==> config.mk <==
export PLATFORM = sky130hd
export DESIGN_NAME = crs_register_set
export DESIGN_NICKNAME = d
export VERILOG_FILES = /design/src/logic/crs_pkg.sv /design/src/logic/crs_register_set.sv
export SDC_FILE = /design/constraint.sdc
export NUM_CORES = 1
export LEC_CHECK = 0
export BUFFER_PORTS_ARGS = -buffer_cell sky130_fd_sc_hd__buf_2
export CAP_MARGIN = 30
export CORE_MARGIN = 4
export CORE_UTILIZATION = 61
export CTS_CLUSTER_SIZE = 30
export DETAILED_ROUTE_END_ITERATION = 6
export PLACE_DENSITY = 0.85
export SYNTH_ARGS = -nofsm -noshare
export SYNTH_HDL_FRONTEND = slang
export SYNTH_SLANG_ARGS = --single-unit
export TNS_END_PERCENT = 50
==> constraint.sdc <==
create_clock -name core_clk -period 4.9 [get_ports core_clk]
set_clock_uncertainty 0.2 [all_clocks]
set_input_delay 0.245 -clock core_clk [delete_from_list [all_inputs] [get_ports core_clk]]
set_output_delay 0.245 -clock core_clk [all_outputs]
set_load 0.01 [all_outputs]
==> src/logic/crs_pkg.sv <==
// constants and types shared by the core register set
package crs_pkg;

    // ----------------------------------------------------------------
    // widths
    // ----------------------------------------------------------------
    localparam int DATA_W       = 8;
    localparam int PC_W         = 12;
    localparam int STACK_LEVELS = 6;

    // ----------------------------------------------------------------
    // data-space byte addresses
    // ----------------------------------------------------------------
    localparam logic [7:0] ADDR_POINTER_FIRST       = 8'h80;
    localparam logic [7:0] ADDR_POINTER_SECOND      = 8'h81;
    localparam logic [7:0] ADDR_SHORT_DIRECT_FIRST  = 8'h82;
    localparam logic [7:0] ADDR_SHORT_DIRECT_SECOND = 8'h83;
    localparam logic [7:0] ADDR_ACCUMULATOR         = 8'hFF;

    // ----------------------------------------------------------------
    // reset values
    // ----------------------------------------------------------------
    localparam logic [DATA_W-1:0] DATA_RESET   = 8'h00;
    localparam logic [PC_W-1:0]   RESET_VECTOR = 12'h000;
    localparam logic [PC_W-1:0]   PC_ONE       = 12'h001;
    localparam logic              FLAG_RESET   = 1'b0;

    // ----------------------------------------------------------------
    // flag contexts and program counter operations
    // ----------------------------------------------------------------
    typedef enum logic [1:0] {
        CTX_MAIN,
        CTX_IRQ,
        CTX_NMI
    } crs_ctx_e;

    typedef enum logic [3:0] {
        PC_HOLD,
        PC_INC,
        PC_REL,
        PC_JUMP_INSTR,
        PC_CALL,
        PC_IRQ_ENTRY,
        PC_NMI_ENTRY,
        PC_SUBROUTINE_RETURN,
        PC_INTERRUPT_RETURN
    } crs_pcop_e;

endpackage

==> src/logic/crs_register_set.sv <==
// programmer-visible register set: data registers, program counter, flags, return stack
`timescale 1ns/1ps

module crs_register_set
    import crs_pkg::*;
#(
    parameter int STACK_DEPTH = STACK_LEVELS
) (
    input  wire logic              core_clk,
    input  wire logic              reset,
    input  wire logic              clkEn,
    // data-space port
    input  wire logic [7:0]        dataAddr,
    input  wire logic              dataWrEn,
    input  wire logic [DATA_W-1:0] dataWrData,
    input  wire logic              dataRdEn,
    output logic      [DATA_W-1:0] dataRdData,
    output logic                   dataHit,
    // accumulator port from the alu
    input  wire logic              accWrEn,
    input  wire logic [DATA_W-1:0] accWrData,
    // program counter control from the sequencer
    input  crs_pcop_e              pcOp,
    input  wire logic [PC_W-1:0]   pcTarget,
    input  wire logic [DATA_W-1:0] relOffset,
    // flag updates from the alu
    input  wire logic              carryWrEn,
    input  wire logic              carryIn,
    input  wire logic              zeroWrEn,
    input  wire logic              zeroIn,
    // register contents
    output logic      [DATA_W-1:0] accumulator,
    output logic      [DATA_W-1:0] pointerFirst,
    output logic      [DATA_W-1:0] pointerSecond,
    output logic      [DATA_W-1:0] shortDirectFirst,
    output logic      [DATA_W-1:0] shortDirectSecond,
    output logic      [PC_W-1:0]   progCounter,
    output logic                   activeCarry,
    output logic                   activeZero,
    output crs_ctx_e               activeCtx,
    output logic                   stackEmpty,
    output logic                   stackFull
);

    localparam int DEPTH_W = $clog2(STACK_DEPTH + 1);
    localparam logic [DEPTH_W-1:0] DEPTH_MAX  = DEPTH_W'(STACK_DEPTH);
    localparam logic [DEPTH_W-1:0] DEPTH_ZERO = '0;
    localparam logic [DEPTH_W-1:0] DEPTH_ONE  = DEPTH_W'(1);

    if (STACK_DEPTH < 2) begin : gBadDepth
        $error("crs_register_set: STACK_DEPTH must be at least 2");
    end

    // ----------------------------------------------------------------
    // data-space decode
    // ----------------------------------------------------------------
    function automatic logic isReg(input logic [7:0] addr, input logic [7:0] regAddr);
        return addr == regAddr;
    endfunction

    logic wrAcc, wrPtr1, wrPtr2, wrSd1, wrSd2;
    logic hitAcc, hitPtr1, hitPtr2, hitSd1, hitSd2;
    logic [DATA_W-1:0] rdMux;

    assign hitAcc  = isReg(dataAddr, ADDR_ACCUMULATOR);
    assign hitPtr1 = isReg(dataAddr, ADDR_POINTER_FIRST);
    assign hitPtr2 = isReg(dataAddr, ADDR_POINTER_SECOND);
    assign hitSd1  = isReg(dataAddr, ADDR_SHORT_DIRECT_FIRST);
    assign hitSd2  = isReg(dataAddr, ADDR_SHORT_DIRECT_SECOND);
    assign dataHit = hitAcc | hitPtr1 | hitPtr2 | hitSd1 | hitSd2;

    assign wrAcc  = dataWrEn & hitAcc;
    assign wrPtr1 = dataWrEn & hitPtr1;
    assign wrPtr2 = dataWrEn & hitPtr2;
    assign wrSd1  = dataWrEn & hitSd1;
    assign wrSd2  = dataWrEn & hitSd2;

    assign rdMux = hitAcc  ? accumulator       :
                   hitPtr1 ? pointerFirst      :
                   hitPtr2 ? pointerSecond     :
                   hitSd1  ? shortDirectFirst  :
                   hitSd2  ? shortDirectSecond : DATA_RESET;

    // ----------------------------------------------------------------
    // data registers
    // ----------------------------------------------------------------
    logic [DATA_W-1:0] acc_q, acc_d;
    logic [DATA_W-1:0] ptr1_q, ptr2_q, sd1_q, sd2_q, rd_q;

    // alu write wins over a data-space write in the same cycle
    assign acc_d = accWrEn ? accWrData : dataWrData;

    always_ff @(posedge core_clk) begin
        if (reset) begin
            acc_q  <= DATA_RESET;
            ptr1_q <= DATA_RESET;
            ptr2_q <= DATA_RESET;
            sd1_q  <= DATA_RESET;
            sd2_q  <= DATA_RESET;
            rd_q   <= DATA_RESET;
        end else if (clkEn) begin
            if (accWrEn || wrAcc) acc_q <= acc_d;
            if (wrPtr1) ptr1_q <= dataWrData;
            if (wrPtr2) ptr2_q <= dataWrData;
            if (wrSd1)  sd1_q  <= dataWrData;
            if (wrSd2)  sd2_q  <= dataWrData;
            if (dataRdEn) rd_q <= rdMux;
        end
    end

    assign accumulator       = acc_q;
    assign pointerFirst      = ptr1_q;
    assign pointerSecond     = ptr2_q;
    assign shortDirectFirst  = sd1_q;
    assign shortDirectSecond = sd2_q;
    assign dataRdData        = rd_q;

    // ----------------------------------------------------------------
    // operation decode
    // ----------------------------------------------------------------
    logic isPush, isRet, isReti, popOk;
    logic [DEPTH_W-1:0] depth_q, depth_d;

    assign isPush = (pcOp == PC_CALL) | (pcOp == PC_IRQ_ENTRY) | (pcOp == PC_NMI_ENTRY);
    assign isReti = (pcOp == PC_INTERRUPT_RETURN);
    assign isRet  = (pcOp == PC_SUBROUTINE_RETURN) | isReti;
    assign popOk  = isRet & (depth_q != DEPTH_ZERO);

    // ----------------------------------------------------------------
    // program counter
    // ----------------------------------------------------------------
    logic [PC_W-1:0] pc_q, pc_d, pcPlusOne, pcRel;
    logic [PC_W-1:0] stack_q [STACK_DEPTH];
    logic [PC_W-1:0] stack_d [STACK_DEPTH];

    // 12 bits only; wider program space is banked outside this block
    assign pcPlusOne = pc_q + PC_ONE;
    assign pcRel     = pc_q + {{(PC_W-DATA_W){relOffset[DATA_W-1]}}, relOffset};

    always_comb begin
        case (pcOp)
            PC_HOLD:              pc_d = pc_q;
            PC_INC:               pc_d = pcPlusOne;
            PC_REL:               pc_d = pcRel;
            PC_JUMP_INSTR,
            PC_CALL,
            PC_IRQ_ENTRY,
            PC_NMI_ENTRY:         pc_d = pcTarget;
            PC_SUBROUTINE_RETURN,
            PC_INTERRUPT_RETURN:  pc_d = popOk ? stack_q[0] : pcPlusOne;
            default:              pc_d = pc_q;
        endcase
    end

    always_ff @(posedge core_clk) begin
        if (reset) begin
            pc_q <= RESET_VECTOR;
        end else if (clkEn) begin
            pc_q <= pc_d;
        end
    end

    assign progCounter = pc_q;

    // ----------------------------------------------------------------
    // return stack: shift register of program counter values only
    // ----------------------------------------------------------------
    for (genvar i = 0; i < STACK_DEPTH; i++) begin : gStack
        logic [PC_W-1:0] deeper, shallower;
        if (i == 0) begin : gTop
            assign deeper = pc_q;
        end else begin : gMid
            assign deeper = stack_q[i-1];
        end
        if (i == STACK_DEPTH - 1) begin : gBottom
            assign shallower = '0;
        end else begin : gUpper
            assign shallower = stack_q[i+1];
        end
        // the oldest level simply falls off the end on a push
        assign stack_d[i] = isPush ? deeper : (popOk ? shallower : stack_q[i]);
    end

    assign depth_d = isPush ? ((depth_q == DEPTH_MAX) ? DEPTH_MAX : depth_q + DEPTH_ONE) :
                     popOk  ? depth_q - DEPTH_ONE : depth_q;

    always_ff @(posedge core_clk) begin
        if (reset) begin
            depth_q <= DEPTH_ZERO;
            for (int k = 0; k < STACK_DEPTH; k++) begin
                stack_q[k] <= '0;
            end
        end else if (clkEn) begin
            depth_q <= depth_d;
            stack_q <= stack_d;
        end
    end

    assign stackEmpty = (depth_q == DEPTH_ZERO);
    assign stackFull  = (depth_q == DEPTH_MAX);

    // ----------------------------------------------------------------
    // flag context
    // ----------------------------------------------------------------
    crs_ctx_e ctx_q, ctx_d, irqPrev_q, nmiPrev_q, retCtx;

    assign retCtx = (ctx_q == CTX_NMI) ? nmiPrev_q :
                    (ctx_q == CTX_IRQ) ? irqPrev_q : CTX_MAIN;

    assign ctx_d = (pcOp == PC_NMI_ENTRY) ? CTX_NMI :
                   (pcOp == PC_IRQ_ENTRY) ? CTX_IRQ :
                   isReti                 ? retCtx  : ctx_q;

    always_ff @(posedge core_clk) begin
        if (reset) begin
            ctx_q     <= CTX_NMI;
            nmiPrev_q <= CTX_MAIN;
            irqPrev_q <= CTX_MAIN;
        end else if (clkEn) begin
            ctx_q <= ctx_d;
            if (pcOp == PC_NMI_ENTRY) nmiPrev_q <= ctx_q;
            if (pcOp == PC_IRQ_ENTRY) irqPrev_q <= ctx_q;
        end
    end

    assign activeCtx = ctx_q;

    // ----------------------------------------------------------------
    // flag pairs: only the active pair is written or seen
    // ----------------------------------------------------------------
    logic [2:0] ctxSel;
    logic [2:0] carry_q, zero_q;

    assign ctxSel = {ctx_q == CTX_NMI, ctx_q == CTX_IRQ, ctx_q == CTX_MAIN};

    for (genvar c = 0; c < 3; c++) begin : gFlags
        always_ff @(posedge core_clk) begin
            if (reset) begin
                carry_q[c] <= FLAG_RESET;
                zero_q[c]  <= FLAG_RESET;
            end else if (clkEn && ctxSel[c]) begin
                if (carryWrEn) carry_q[c] <= carryIn;
                if (zeroWrEn)  zero_q[c]  <= zeroIn;
            end
        end
    end

    // active carry feeds the rotate-left path of the alu
    assign activeCarry = |(carry_q & ctxSel);
    assign activeZero  = |(zero_q & ctxSel);

    // ----------------------------------------------------------------
    // assertions
    // ----------------------------------------------------------------
    acc_write_a: assert property (@(posedge core_clk) disable iff (reset)
        clkEn && wrAcc && !accWrEn |=> accumulator == $past(dataWrData))
        else $error("accumulator missed a data-space write");

    ptr_read_a: assert property (@(posedge core_clk) disable iff (reset)
        clkEn && dataRdEn && hitPtr2 && !dataWrEn |=> dataRdData == pointerSecond)
        else $error("second pointer read returned wrong data");

    sd_write_a: assert property (@(posedge core_clk) disable iff (reset)
        clkEn && wrSd1 |=> shortDirectFirst == $past(dataWrData))
        else $error("short direct register missed a write");

    pc_inc_a: assert property (@(posedge core_clk) disable iff (reset)
        clkEn && pcOp == PC_INC |=> progCounter == $past(progCounter) + PC_ONE)
        else $error("program counter did not increment");

    pc_rel_a: assert property (@(posedge core_clk) disable iff (reset)
        clkEn && pcOp == PC_REL ##1 clkEn && pcOp == PC_INC
        |=> progCounter == $past(pcRel, 2) + PC_ONE)
        else $error("relative branch produced wrong target");

    pc_load_a: assert property (@(posedge core_clk) disable iff (reset)
        clkEn && (pcOp == PC_JUMP_INSTR || pcOp == PC_IRQ_ENTRY) |=> progCounter == $past(pcTarget))
        else $error("program counter did not take the target");

    reset_ctx_a: assert property (@(posedge core_clk) disable iff (reset)
        $fell(reset) |-> activeCtx == CTX_NMI && progCounter == RESET_VECTOR && stackEmpty)
        else $error("reset did not select the non-maskable context");

    irq_ctx_a: assert property (@(posedge core_clk) disable iff (reset)
        clkEn && pcOp == PC_IRQ_ENTRY ##1 clkEn && pcOp == PC_INTERRUPT_RETURN
        |=> activeCtx == $past(activeCtx, 2))
        else $error("interrupt return did not restore the previous context");

    flag_keep_a: assert property (@(posedge core_clk) disable iff (reset)
        clkEn && ctx_q != CTX_MAIN |=> carry_q[0] == $past(carry_q[0]) && zero_q[0] == $past(zero_q[0]))
        else $error("an inactive flag pair changed");

    carry_set_a: assert property (@(posedge core_clk) disable iff (reset)
        clkEn && carryWrEn && pcOp == PC_HOLD |=> activeCarry == $past(carryIn))
        else $error("active carry did not follow the alu");

    zero_set_a: assert property (@(posedge core_clk) disable iff (reset)
        clkEn && zeroWrEn && pcOp == PC_HOLD |=> activeZero == $past(zeroIn))
        else $error("active zero did not follow the alu");

    stack_push_a: assert property (@(posedge core_clk) disable iff (reset)
        clkEn && isPush |=> stack_q[0] == $past(pc_q) && stack_q[1] == $past(stack_q[0]))
        else $error("push did not shift the stack");

    stack_pop_a: assert property (@(posedge core_clk) disable iff (reset)
        clkEn && popOk |=> progCounter == $past(stack_q[0]) && stack_q[0] == $past(stack_q[1]))
        else $error("return did not pop the stack");

    depth_sat_a: assert property (@(posedge core_clk) disable iff (reset)
        clkEn && isPush && stackFull |=> stackFull)
        else $error("stack left its deepest position on overflow");

    empty_ret_a: assert property (@(posedge core_clk) disable iff (reset)
        clkEn && isRet && stackEmpty |=> stackEmpty && progCounter == $past(pcPlusOne))
        else $error("return on empty stack misbehaved");

    push_acc_a: assert property (@(posedge core_clk) disable iff (reset)
        clkEn && isPush && !accWrEn && !wrAcc |=> accumulator == $past(accumulator))
        else $error("a push disturbed the accumulator");

endmodule // crs_register_set

==> results.py, run 1 <==
metrics = {
    "run_status": {
        "status": "complete, but fails checks",
        "violations": "DRC",
    },
    "setup_path": {
        "arrival_ns": 3.08,
        "reg2reg_setup_slack_ns": 1.93,
        "cp-end-kind": "flip-flop",
        "rr_endpoint": "gStack[3].shallower[4]$_SDFFE_PP0P_",
        "required_ns": 5.01,
        "r2r_cells": 8,
        "cp_num_buf_inv": 2,
        "path_max_fanout": 42,
        "worst_setup_path_start_kind": "flip-flop",
        "cp_slowest_cell": "buf_4",
        "cpPeakStageDelay_ns": 0.44,
        "path_common_cell": "ha_1",
        "critPathTopFamily": "compound AO/OA/AOI/OAI gates",
        "crit_type": "flip-flop to flip-flop",
        "path_cells": "inv_1, ha_1, ha_1, a21oi_4, o21a_4, buf_4, nor2_1, a311oi_1",
        "rr_startpoint": "depth_q[0]$_SDFFE_PP0P_",
    },
    "timing": {
        "hold-worst-slack_ns": 0.0105,
        "slew_violations": 0,
        "finalSetupViolations": 0,
        "tns_ns": 0,
        "worstMarginPinSlew_ns": 0.874,
        "hold_viol_final": 0,
        "max_freq_mhz": 337,
        "period_needed_ns": 2.97,
        "slew_headroom": 0.401,
        "rsz0062_at_grt": "no",
        "period_share": 0.606,
    },
    "logic_synthesis": {
        "ys_ff_latch": 147,
        "ys_warn_count": 0,
        "syn_nets": 973,
        "synth_cells": 898,
        "syn_area_per_cell_um2": 8.35,
        "netlist_area_mm2": 0.00750,
        "synth_edf_count": 0,
        "seq_area_frac_synth": 0.392,
        "synthDistinctLibCells": 64,
        "synthArstFlopShare": 0,
        "synth_ff_type": "dfxtp_1",
    },
    "clocking": {
        "tritoncts": "yes",
        "cts_buffers": 17,
        "cts_buffer_depth": 2,
        "clk_root_buffer_cell": "clkbuf_16",
        "cts.sinks": 147,
        "hold_buffers": 17,
        "post_cts_resized": 0,
        "htreeDepth": 4,
        "clkLatencyLatePin_ns": 0.43,
        "cts_setup_buffers": 0,
        "clkTransAtPathRegs_ns": 0.06,
    },
    "worst_hold_path": {
        "hold_end": "accumulator[0]$_SDFFE_PP0P_",
        "hold_path_depth": 3,
        "min-delay-start": "accWrData[0]",
        "min_path_type": "primary input to flip-flop",
    },
    "floorplan": {
        "core_area_mm2": 0.0120,
        "placementRows": 40,
        "die_h_um": 119,
        "die_area_mm2": 0.0141,
        "io_pins": 125,
        "die_x_um": 119,
        "initial_core_util": 0.624,
    },
    "detailed_routing": {
        "wl_met3_mm": 1.29,
        "top_layer": "met4",
        "post_drt_wl_per_cell_um": 17.8,
        "drtAntennaViolNets": 0,
        "drtIter0Drc": 944,
        "routed_wl_mm": 20.6,
        "via_per_inst": 6.24,
        "drcViolationCount": 2,
        "wl_met2_mm": 9.99,
        "vias": 7223,
        "wl_met1_mm": 8.68,
        "dr.pass1.iters": 7,
    },
    "global_route": {
        "grt_pass1_vias": 6797,
        "grt_pass1_wl_mm": 33.6,
        "grt_start_max_net_pins": 83,
        "grt_usage": 0.289,
        "antenna_found_initial": 1,
        "overflow": 0,
    },
    "placed_design": {
        "dp.final_hpwl_mm": 13.5,
        "globalplace.congestion": 0.936,
        "io_buffers": 124,
    },
    "cells_and_area": {
        "multi_input_area_mm2": 0.00425,
        "regArea_mm2": 0.00294,
        "layout_commonest_cell": "nor2_1",
        "area_growth_syn_to_layout_pct": 17.7,
        "nNetsFinal": 1074,
        "nFillCells": 871,
        "layout_common_cells": "nor2_1 (154), nand2_1 (147), dfxtp_1 (147), buf_2 (123), mux2i_1 (61)",
        "drive_above_1_share": 0.186,
    },
    "job": {
        "maxCapViolCount": 0,
    },
    "pwr": {
        "cellPowerDensity_mw_per_mm2": 326,
        "total_leakage_power_nw": 3.60,
        "peakVddDrop_v": 0.000292,
    },
}
-- synthesized netlist by cell type (all sizes together), types with 8 or more instances --
| cell type | n | share of area |
|---|---|---|
| nand3 | 16 | 0.012 |
| xnor2 | 10 | 0.012 |
| ha | 16 | 0.027 |
| nor2 | 156 | 0.079 |
| nor3 | 9 | 0.0075 |
| o21ai | 27 | 0.018 |
| a211oi | 23 | 0.023 |
| mux2i | 61 | 0.081 |
| and3 | 9 | 0.0075 |
| buf | 21 | 0.018 |
| nand2 | 147 | 0.074 |
| clkbuf | 46 | 0.023 |
| a21oi | 30 | 0.022 |
| a311oi | 60 | 0.076 |
| a22oi | 16 | 0.016 |
| a222oi | 8 | 0.011 |
| dfxtp | 147 | 0.39 |
-- cells by family after synthesis --
family,share of synthesized area
flip-flops,0.392
AND/OR/NAND/NOR,0.216
XOR/XNOR,0.0198
AO/OA/AOI/OAI,0.209
multiplexers,0.0889
buffers and inverters,0.0442
adder cells (fa/ha/maj),0.0294
-- how the worst max path moves through the flow --
stage | startpoint | endpoint | depth (start not counted)
2_1_floorplan | depth_q[0]$_SDFFE_PP0P_ | progCounter[1]$_SDFFE_PP0P_ | 11
3_3_place_gp | pcOp[3] | depth_q[0]$_SDFFE_PP0P_ | 7
3_5_place_dp | pcOp[3] | depth_q[0]$_SDFFE_PP0P_ | 8
4_1_cts | depth_q[0]$_SDFFE_PP0P_ | gStack[3].shallower[4]$_SDFFE_PP0P_ | 8
5_1_grt | depth_q[0]$_SDFFE_PP0P_ | gStack[3].shallower[2]$_SDFFE_PP0P_ | 8
6_report | depth_q[0]$_SDFFE_PP0P_ | gStack[3].shallower[4]$_SDFFE_PP0P_ | 8
-- where the power goes --
group          switching (W)  total [W]  internal, W
Combinational       0.000220   0.000363     0.000143
Sequential         0.0000482    0.00129      0.00124
Clock               0.000498    0.00123     0.000730
-- routing by layer --
metal,vias up,global-route usage
met4,0,0.129
met5,-,0
met2,304,0.479
li1,3445,-
met1,3421,0.363
met3,53,0.0613
-- state kept, by name (all words and copies together) (netlist names) --
name               flops
irqPrev_q              2
dataRdData             8
pointerFirst           8
gStack.deeper         12
gStack.shallower      60
pointerSecond          8
depth_q                3
zero_q                 3
shortDirectSecond      8
shortDirectFirst       8
progCounter           12
nmiPrev_q              2
carry_q                3
activeCtx              2
accumulator            8
-- per-stage QoR --
step           cell area (um2)   util  std cells  setup slack [ns]  power (W)
2_1_floorplan             7500      -        898              2.14    0.00155
3_3_place_gp              8060  0.671       1107              1.90    0.00164
3_5_place_dp              8100  0.674       1109              1.91    0.00166
4_1_cts                   8820  0.734       1156              1.98    0.00288
5_1_grt                   8830  0.735       1158              1.75    0.00299
6_report                  8830  0.735       1158              1.93    0.00288
-- worst min-delay path: stages --
cell	delay (ns)
buf_2	0.11
mux2i_1	0.14
a211oi_1	0.09
-- final cells by class --
type	count	area share
well taps	147	0.0208
multi-input cells	678	0.481
clock inverters	9	0.00935
clock buffers	21	0.0533
diodes	1	0.000283
repair buffers	149	0.0993
inverters	6	0.00255
flip-flops and latches	147	0.333
Power figures use the tool's default switching activity.
==> inputs of run 2 (changes only) <==
CORE_UTILIZATION = 51   (was 61)
PLACE_DENSITY = 0.76   (was 0.85)
clock period = 2.6 ns   (was 4.9 ns; I/O delays follow)
==> run 2 against run 1 <==
  * The run now ends clean
  * Register-to-register slack worse by 1.8 ns
  * Worst hold slack better by 0.0070 ns
  * Cell count is 6.9% higher
  * Critical endpoint is now progCounter[1]$_SDFFE_PP0P_
  * Sequential share of layout area is 1.8 points lower
==> results.py, run 2 (synthesis results as in run 1) <==
metrics = {
    "placed_design": {
        "io_buffers": 124,
        "dp.cells": 1170,
        "globalplace.congestion": 0.929,
        "dp.final_hpwl_mm": 13.9,
    },
    "cells_and_area": {
        "layout.cells.non_filler": 1238,
        "largest_reg_flops": 60,
        "layout_commonest_cell": "nor2_1",
        "layout_common_cells": "nor2_1 (154), nand2_1 (147), dfxtp_1 (146), buf_2 (123), mux2i_1 (61)",
        "drive_above_1_share": 0.204,
        "area_growth_syn_to_layout_pct": 24.6,
        "nNetsFinal": 1116,
        "nFillCells": 1172,
        "diodes": 0,
    },
    "job": {
        "maxCapViolCount": 0,
    },
    "worst_hold_path": {
        "min-delay-start": "accWrEn",
        "min_path_type": "primary input to flip-flop",
        "hold_path_depth": 3,
    },
    "setup_path": {
        "cpPeakStageDelay_ns": 0.61,
        "r2r_cells": 9,
        "arrival_ns": 2.55,
        "cp_num_buf_inv": 2,
        "crit_type": "flip-flop to flip-flop",
        "critPathTopFamily": "simple AND/OR/NAND/NOR gates",
        "cp-end-kind": "flip-flop",
        "rr_startpoint": "depth_q[0]$_SDFFE_PP0P_",
        "path_max_fanout": 8,
        "worst-path-stages": 9,
        "cp_slowest_cell": "or4b_2",
        "required_ns": 2.68,
        "worst_setup_path_start_kind": "flip-flop",
        "startpoint": "depth_q[0]$_SDFFE_PP0P_",
        "path_common_cell": "inv_1",
        "path_cells": "inv_1, ha_1, ha_2, or4b_2, a21oi_1, or2_4, inv_1, a222oi_1, a211oi_1",
    },
    "global_route": {
        "grt_start_max_net_pins": 108,
        "antenna_found_initial": 0,
        "grt_pass1_vias": 6717,
        "grt_usage": 0.246,
        "overflow": 0,
        "grt_pass1_wl_mm": 33.2,
    },
    "timing": {
        "period_share": 0.949,
        "period_needed_ns": 2.47,
        "finalSetupViolations": 0,
        "rsz0062_at_grt": "no",
        "worstMarginPinSlew_ns": 0.701,
        "max_freq_mhz": 405,
        "hold_viol_final": 0,
        "slew_violations": 0,
        "slew_headroom": 0.532,
        "tns_ns": 0,
    },
    "floorplan": {
        "initial_core_util": 0.518,
        "placementRows": 44,
        "io_pins": 125,
        "core_area_mm2": 0.0145,
        "die_h_um": 129,
        "die_area_mm2": 0.0167,
        "die_x_um": 129,
    },
    "pwr": {
        "peakVddDrop_v": 0.000456,
        "pwr-share-clk": 0.443,
        "swShare": 0.266,
        "total_leakage_power_nw": 3.82,
        "pwr-share-seq": 0.422,
        "power_switching_w": 0.00152,
        "total_power_w": 0.00571,
        "p_int_w": 0.00419,
        "cellPowerDensity_mw_per_mm2": 611,
        "combPwrFrac": 0.135,
    },
    "detailed_routing": {
        "post_drt_wl_per_cell_um": 16.9,
        "drtIter0Drc": 706,
        "dr.pass1.iters": 6,
        "vias": 7211,
        "drtAntennaViolNets": 0,
        "drcViolationCount": 0,
        "routed_wl_mm": 20.9,
        "via_per_inst": 5.82,
    },
    "clocking": {
        "htreeDepth": 4,
        "cts_buffers": 17,
        "tritoncts": "yes",
        "clk_root_buffer_cell": "clkbuf_16",
        "clkTransAtPathRegs_ns": 0.06,
        "cts_buffer_depth": 2,
        "clkLatencyLatePin_ns": 0.42,
        "cts.sinks": 147,
    },
    "run_status": {
        "status": "finished, final reports clean",
    },
}
-- run 2: changes by cell type in the layout (fill, tap and decap cells not counted), sizes merged --
cell,delta
buf,+23
dlygate4sd3,+19
inv,+4
bufinv,+2
clkbuf,-2
clkinv,-2
diode,-1
-- run 2: per-layer routing --
layer / track usage / part of all wire / up-vias
met4: 0.0859 / 0.021 / 0
met3: 0.0589 / 0.058 / 39
met2: 0.415 / 0.48 / 236
li1: - / - / 3528
met1: 0.309 / 0.44 / 3408
met5: 0 / 0 / -
-- run 2: power by group through the flow --
| stage | clock [W] | combinational [W] | sequential (W) |
|---|---|---|---|
| after floorplan | 0 | 0.000456 | 0.00246 |
| after global placement | 0 | 0.000696 | 0.00246 |
| after detailed placement | 0 | 0.000708 | 0.00246 |
| after CTS | 0.00255 | 0.000756 | 0.00241 |
| after global routing | 0.00266 | 0.000845 | 0.00242 |
| final | 0.00253 | 0.000769 | 0.00241 |
-- run 2: cell type report --
class | instances | area (um2) | area share
clock buffers | 19 | 433 | 0.0463
clock inverters | 13 | 175 | 0.0187
inverters | 6 | 22.5 | 0.00241
multi-input cells | 678 | 4260 | 0.456
flip-flops and latches | 147 | 2940 | 0.315
well taps | 184 | 230 | 0.0246
repair buffers | 191 | 1280 | 0.137
-- run 2: stage by stage --
step | area (um2) | worst slack [ns] | hold slack, ns | utilization
after CTS | 9330 | 0.0710 | 0.00204 | 0.645
after global routing | 9340 | 0.0102 | 0.0289 | 0.645
after detailed placement | 8370 | 0.0959 | 0.205 | 0.578
final | 9340 | 0.133 | 0.0175 | 0.645
after global placement | 8370 | 0.0705 | 0.195 | 0.578
after floorplan | 7520 | 0.0199 | 0.0739 | -
-- run 2: path summary, 6_finish.rpt --
kind                                                            end  slack [ns]
worst min-delay path                    accumulator[6]$_SDFFE_PP0P_        0.02
worst max register to register          progCounter[1]$_SDFFE_PP0P_        0.13
worst max-delay path                    progCounter[1]$_SDFFE_PP0P_        0.13
worst min register to register  gStack[3].shallower[1]$_SDFFE_PP0P_        0.28
-- run 2: worst reg2reg max path: cells and delay by family, from the launching register on --
family | cells | cell delay, ns
simple gates | 2 | 0.79
compound gates | 3 | 0.49
fa+ha+maj | 2 | 0.37
flops | 1 | 0.35
buf+inv | 2 | 0.13
-- run 2: timing repair --
| action | 4_1_cts | 5_1_grt |
|---|---|---|
| resized for setup | 0 | 3 |
| endpoints found under the setup margin | 0 | 3 |
| endpoints found under the hold margin | 58 | 0 |
| setup buffers | 0 | 0 |
| hold buffers | 36 | 0 |
==> inputs of run 3 (changes only) <==
ABC_AREA = 1   (was not set)
CORE_MARGIN = 10   (was 4)
CORE_UTILIZATION = 52   (was 51)
PLACE_DENSITY = 0.77   (was 0.76)
==> run 3 against run 2 <==
  * Combinational power is 1% higher
  * Worst hold slack got worse by 0.0016 ns
  * Sequential share of layout area is 0.63 points lower
  * Sequential power is essentially flat
  * Power is 0.27% higher
  * Design area rose by 2.0%
  * Global-route usage decreased by 2.1 points
  * Cell count rose by 21%
  * Die area grew 21%
  * Register-to-register slack improved by 0.04 ns
  * Synthesized cell count grew 29%
  * Largest cell class unchanged
==> results.py, run 3 <==
metrics = {
    "logic_synthesis": {
        "yosys-top-cells-count": "nand2_1 (244), o21ai_0 (183), dfxtp_1 (147)",
        "ys_ff_latch": 147,
        "syn_area_per_cell_um2": 6.70,
        "seq_area_frac_synth": 0.380,
        "netlist_area_mm2": 0.00774,
        "synth_cells": 1155,
        "netlist_top_cells_area": "dfxtp_1 (38%), nand2_1 (12%), o21ai_0 (12%)",
        "synth_top_area_cell": "dfxtp_1",
        "synthArstFlopShare": 0,
        "synth_top_area_frac": 0.380,
        "yosysMostFrequentCell": "nand2_1",
        "synth_ff_type": "dfxtp_1",
        "ys_warn_count": 0,
        "synth_edf_count": 0,
        "synthDistinctLibCells": 37,
        "syn_nets": 1230,
    },
    "cells_and_area": {
        "area_growth_syn_to_layout_pct": 23.2,
        "drive_above_1_share": 0.153,
        "nNetsFinal": 1378,
        "layout_common_cells": "nand2_1 (244), o21ai_0 (183), dfxtp_1 (146), inv_1 (132), buf_2 (124)",
        "final_cell_area_mm2": 0.00953,
        "layout_commonest_cell": "nand2_1",
        "largest_reg_flops": 60,
    },
    "floorplan": {
        "die_x_um": 142,
        "placementRows": 44,
        "die_area_mm2": 0.0202,
        "initial_core_util": 0.532,
        "core_area_mm2": 0.0145,
        "die_h_um": 142,
        "io_pins": 125,
    },
    "timing": {
        "slew_headroom": 0.553,
        "max_freq_mhz": 412,
        "period_share": 0.934,
        "period_needed_ns": 2.43,
        "worstMarginPinSlew_ns": 0.671,
        "rsz0062_at_grt": "no",
        "tns_ns": 0,
        "slew_violations": 0,
        "hold_viol_final": 0,
        "hold-worst-slack_ns": 0.0159,
        "worst_slack_ns": 0.171,
        "finalSetupViolations": 0,
    },
    "global_route": {
        "grt_pass1_vias": 7836,
        "antenna_found_initial": 1,
        "grt_pass1_wl_mm": 37.7,
        "overflow": 0,
        "grt_usage": 0.225,
        "grt_start_max_net_pins": 80,
    },
    "detailed_routing": {
        "via_per_inst": 5.40,
        "dr.pass1.iters": 5,
        "post_drt_wl_per_cell_um": 15.2,
        "drcViolationCount": 0,
        "routed_wl_mm": 22.8,
        "vias": 8103,
        "drtIter0Drc": 533,
        "drtAntennaViolNets": 0,
    },
    "placed_design": {
        "globalplace.congestion": 0.903,
        "dp.final_hpwl_mm": 15.8,
        "io_buffers": 124,
        "place_area_mm2": 0.00847,
        "dpl_worst_slack_ns": 0.371,
    },
    "clocking": {
        "htreeDepth": 4,
        "cts_buffers": 17,
        "tritoncts": "yes",
        "clk_root_buffer_cell": "clkbuf_16",
        "cts.sinks": 147,
        "clkLatencyLatePin_ns": 0.43,
        "clkTransAtPathRegs_ns": 0.06,
        "cts_buffer_depth": 2,
        "cts_setup_buffers": 0,
    },
    "pwr": {
        "total_leakage_power_nw": 4.19,
        "cellPowerDensity_mw_per_mm2": 601,
        "peakVddDrop_v": 0.000612,
    },
    "setup_path": {
        "crit_type": "primary input to flip-flop",
        "worst_setup_path_start_kind": "primary input",
        "path_max_fanout": 9,
        "required_ns": 2.72,
        "cpPeakStageDelay_ns": 0.60,
        "arrival_ns": 2.55,
        "cp-end-kind": "flip-flop",
        "cp_slowest_cell": "dlygate4sd3_1",
        "path_cells": "dlygate4sd3_1, buf_2, nand2_1, inv_1, nand3_1, nand2_1, inv_1, a211oi_1, dlygate4sd3_1, nor2_1",
    },
    "job": {
        "maxCapViolCount": 0,
    },
    "run_status": {
        "status": "finished, final reports clean",
    },
    "worst_hold_path": {
        "min_path_type": "primary input to flip-flop",
    },
}
-- run 3: cell count changes after synthesis, sizes merged, moves of 9 or more --
cell    before  now
nand3       16   80
nand2      147  252
a22oi       16    0
a21oi       30  122
clkbuf      46   33
a211oi      23    8
xnor2       10    1
nor2       156   71
a31oi        4   26
buf         21   30
inv          6  137
a311oi      60    0
o21ai       27  189
mux2i       61    0
-- run 3: worst max-delay path, delay by kind of cell --
family                 cells  cell delay (ns)
AO/OA/AOI/OAI              1             0.22
buffers and inverters      5             1.70
AND/OR/NAND/NOR            4             0.52
-- run 3: what timing repair did --
item / CTS / global route
hold buffers: 45 / 0
resized for setup: 0 / 1
hold endpoints to repair: 67 / 0
endpoints found under the setup margin: 0 / 1
-- run 3: layout make-up --
type / count / area, um2
tap: 184 / 230
antenna: 1 / 2.50
fill: 1284 / 5000
clock inverter: 14 / 176
clock buffer: 18 / 429
sequential: 147 / 2940
multi-input combinational: 807 / 3960
inverter: 138 / 518
timing repair buffer: 192 / 1270
-- run 3: power by group --
group          switching, W  leakage, nW  internal (W)
clock network       0.00102        0.280       0.00152
registers         0.0000677         1.20       0.00234
logic              0.000476         2.71      0.000303
-- run 3: logic make-up after synthesis --
family / after synthesis / synth area share
AOI/OAI and AO/OA: 358 / 0.244
xor gates and xnor gates: 6 / 0.00679
adders and majority gates: 17 / 0.0285
buffers and inverters: 201 / 0.108
DFF: 147 / 0.380
and+or+nand+nor: 426 / 0.232
-- run 3: worst paths after layout --
path,from,endpoint,slack [ns],depth (start not counted)
max,clkEn,accumulator[7]$_SDFFE_PP0P_,0.17,10
min,pcTarget[5],progCounter[5]$_SDFFE_PP0P_,0.02,7
max reg2reg,activeCtx[1]$_SDFFE_PP1P_,carry_q[2]$_SDFFE_PP0P_,0.17,7
min reg2reg,carry_q[0]$_SDFFE_PP0P_,carry_q[0]$_SDFFE_PP0P_,0.25,2
-- run 3: routing by layer --
layer	vias up	share of wire	global-route usage
met3	56	0.088	0.0738
li1	4125	-	-
met5	-	0	0
met4	0	0.029	0.0990
met2	312	0.47	0.369
met1	3610	0.42	0.264
-- run 3: stage by stage --
stage / total power, W / cells / util
finish: 0.00573 / 1501 / 0.656
global route: 0.00595 / 1501 / 0.656
CTS: 0.00574 / 1500 / 0.656
detailed placement: 0.00317 / 1423 / 0.583
global placement: 0.00316 / 1423 / 0.583
floorplan: 0.00295 / 1155 / -
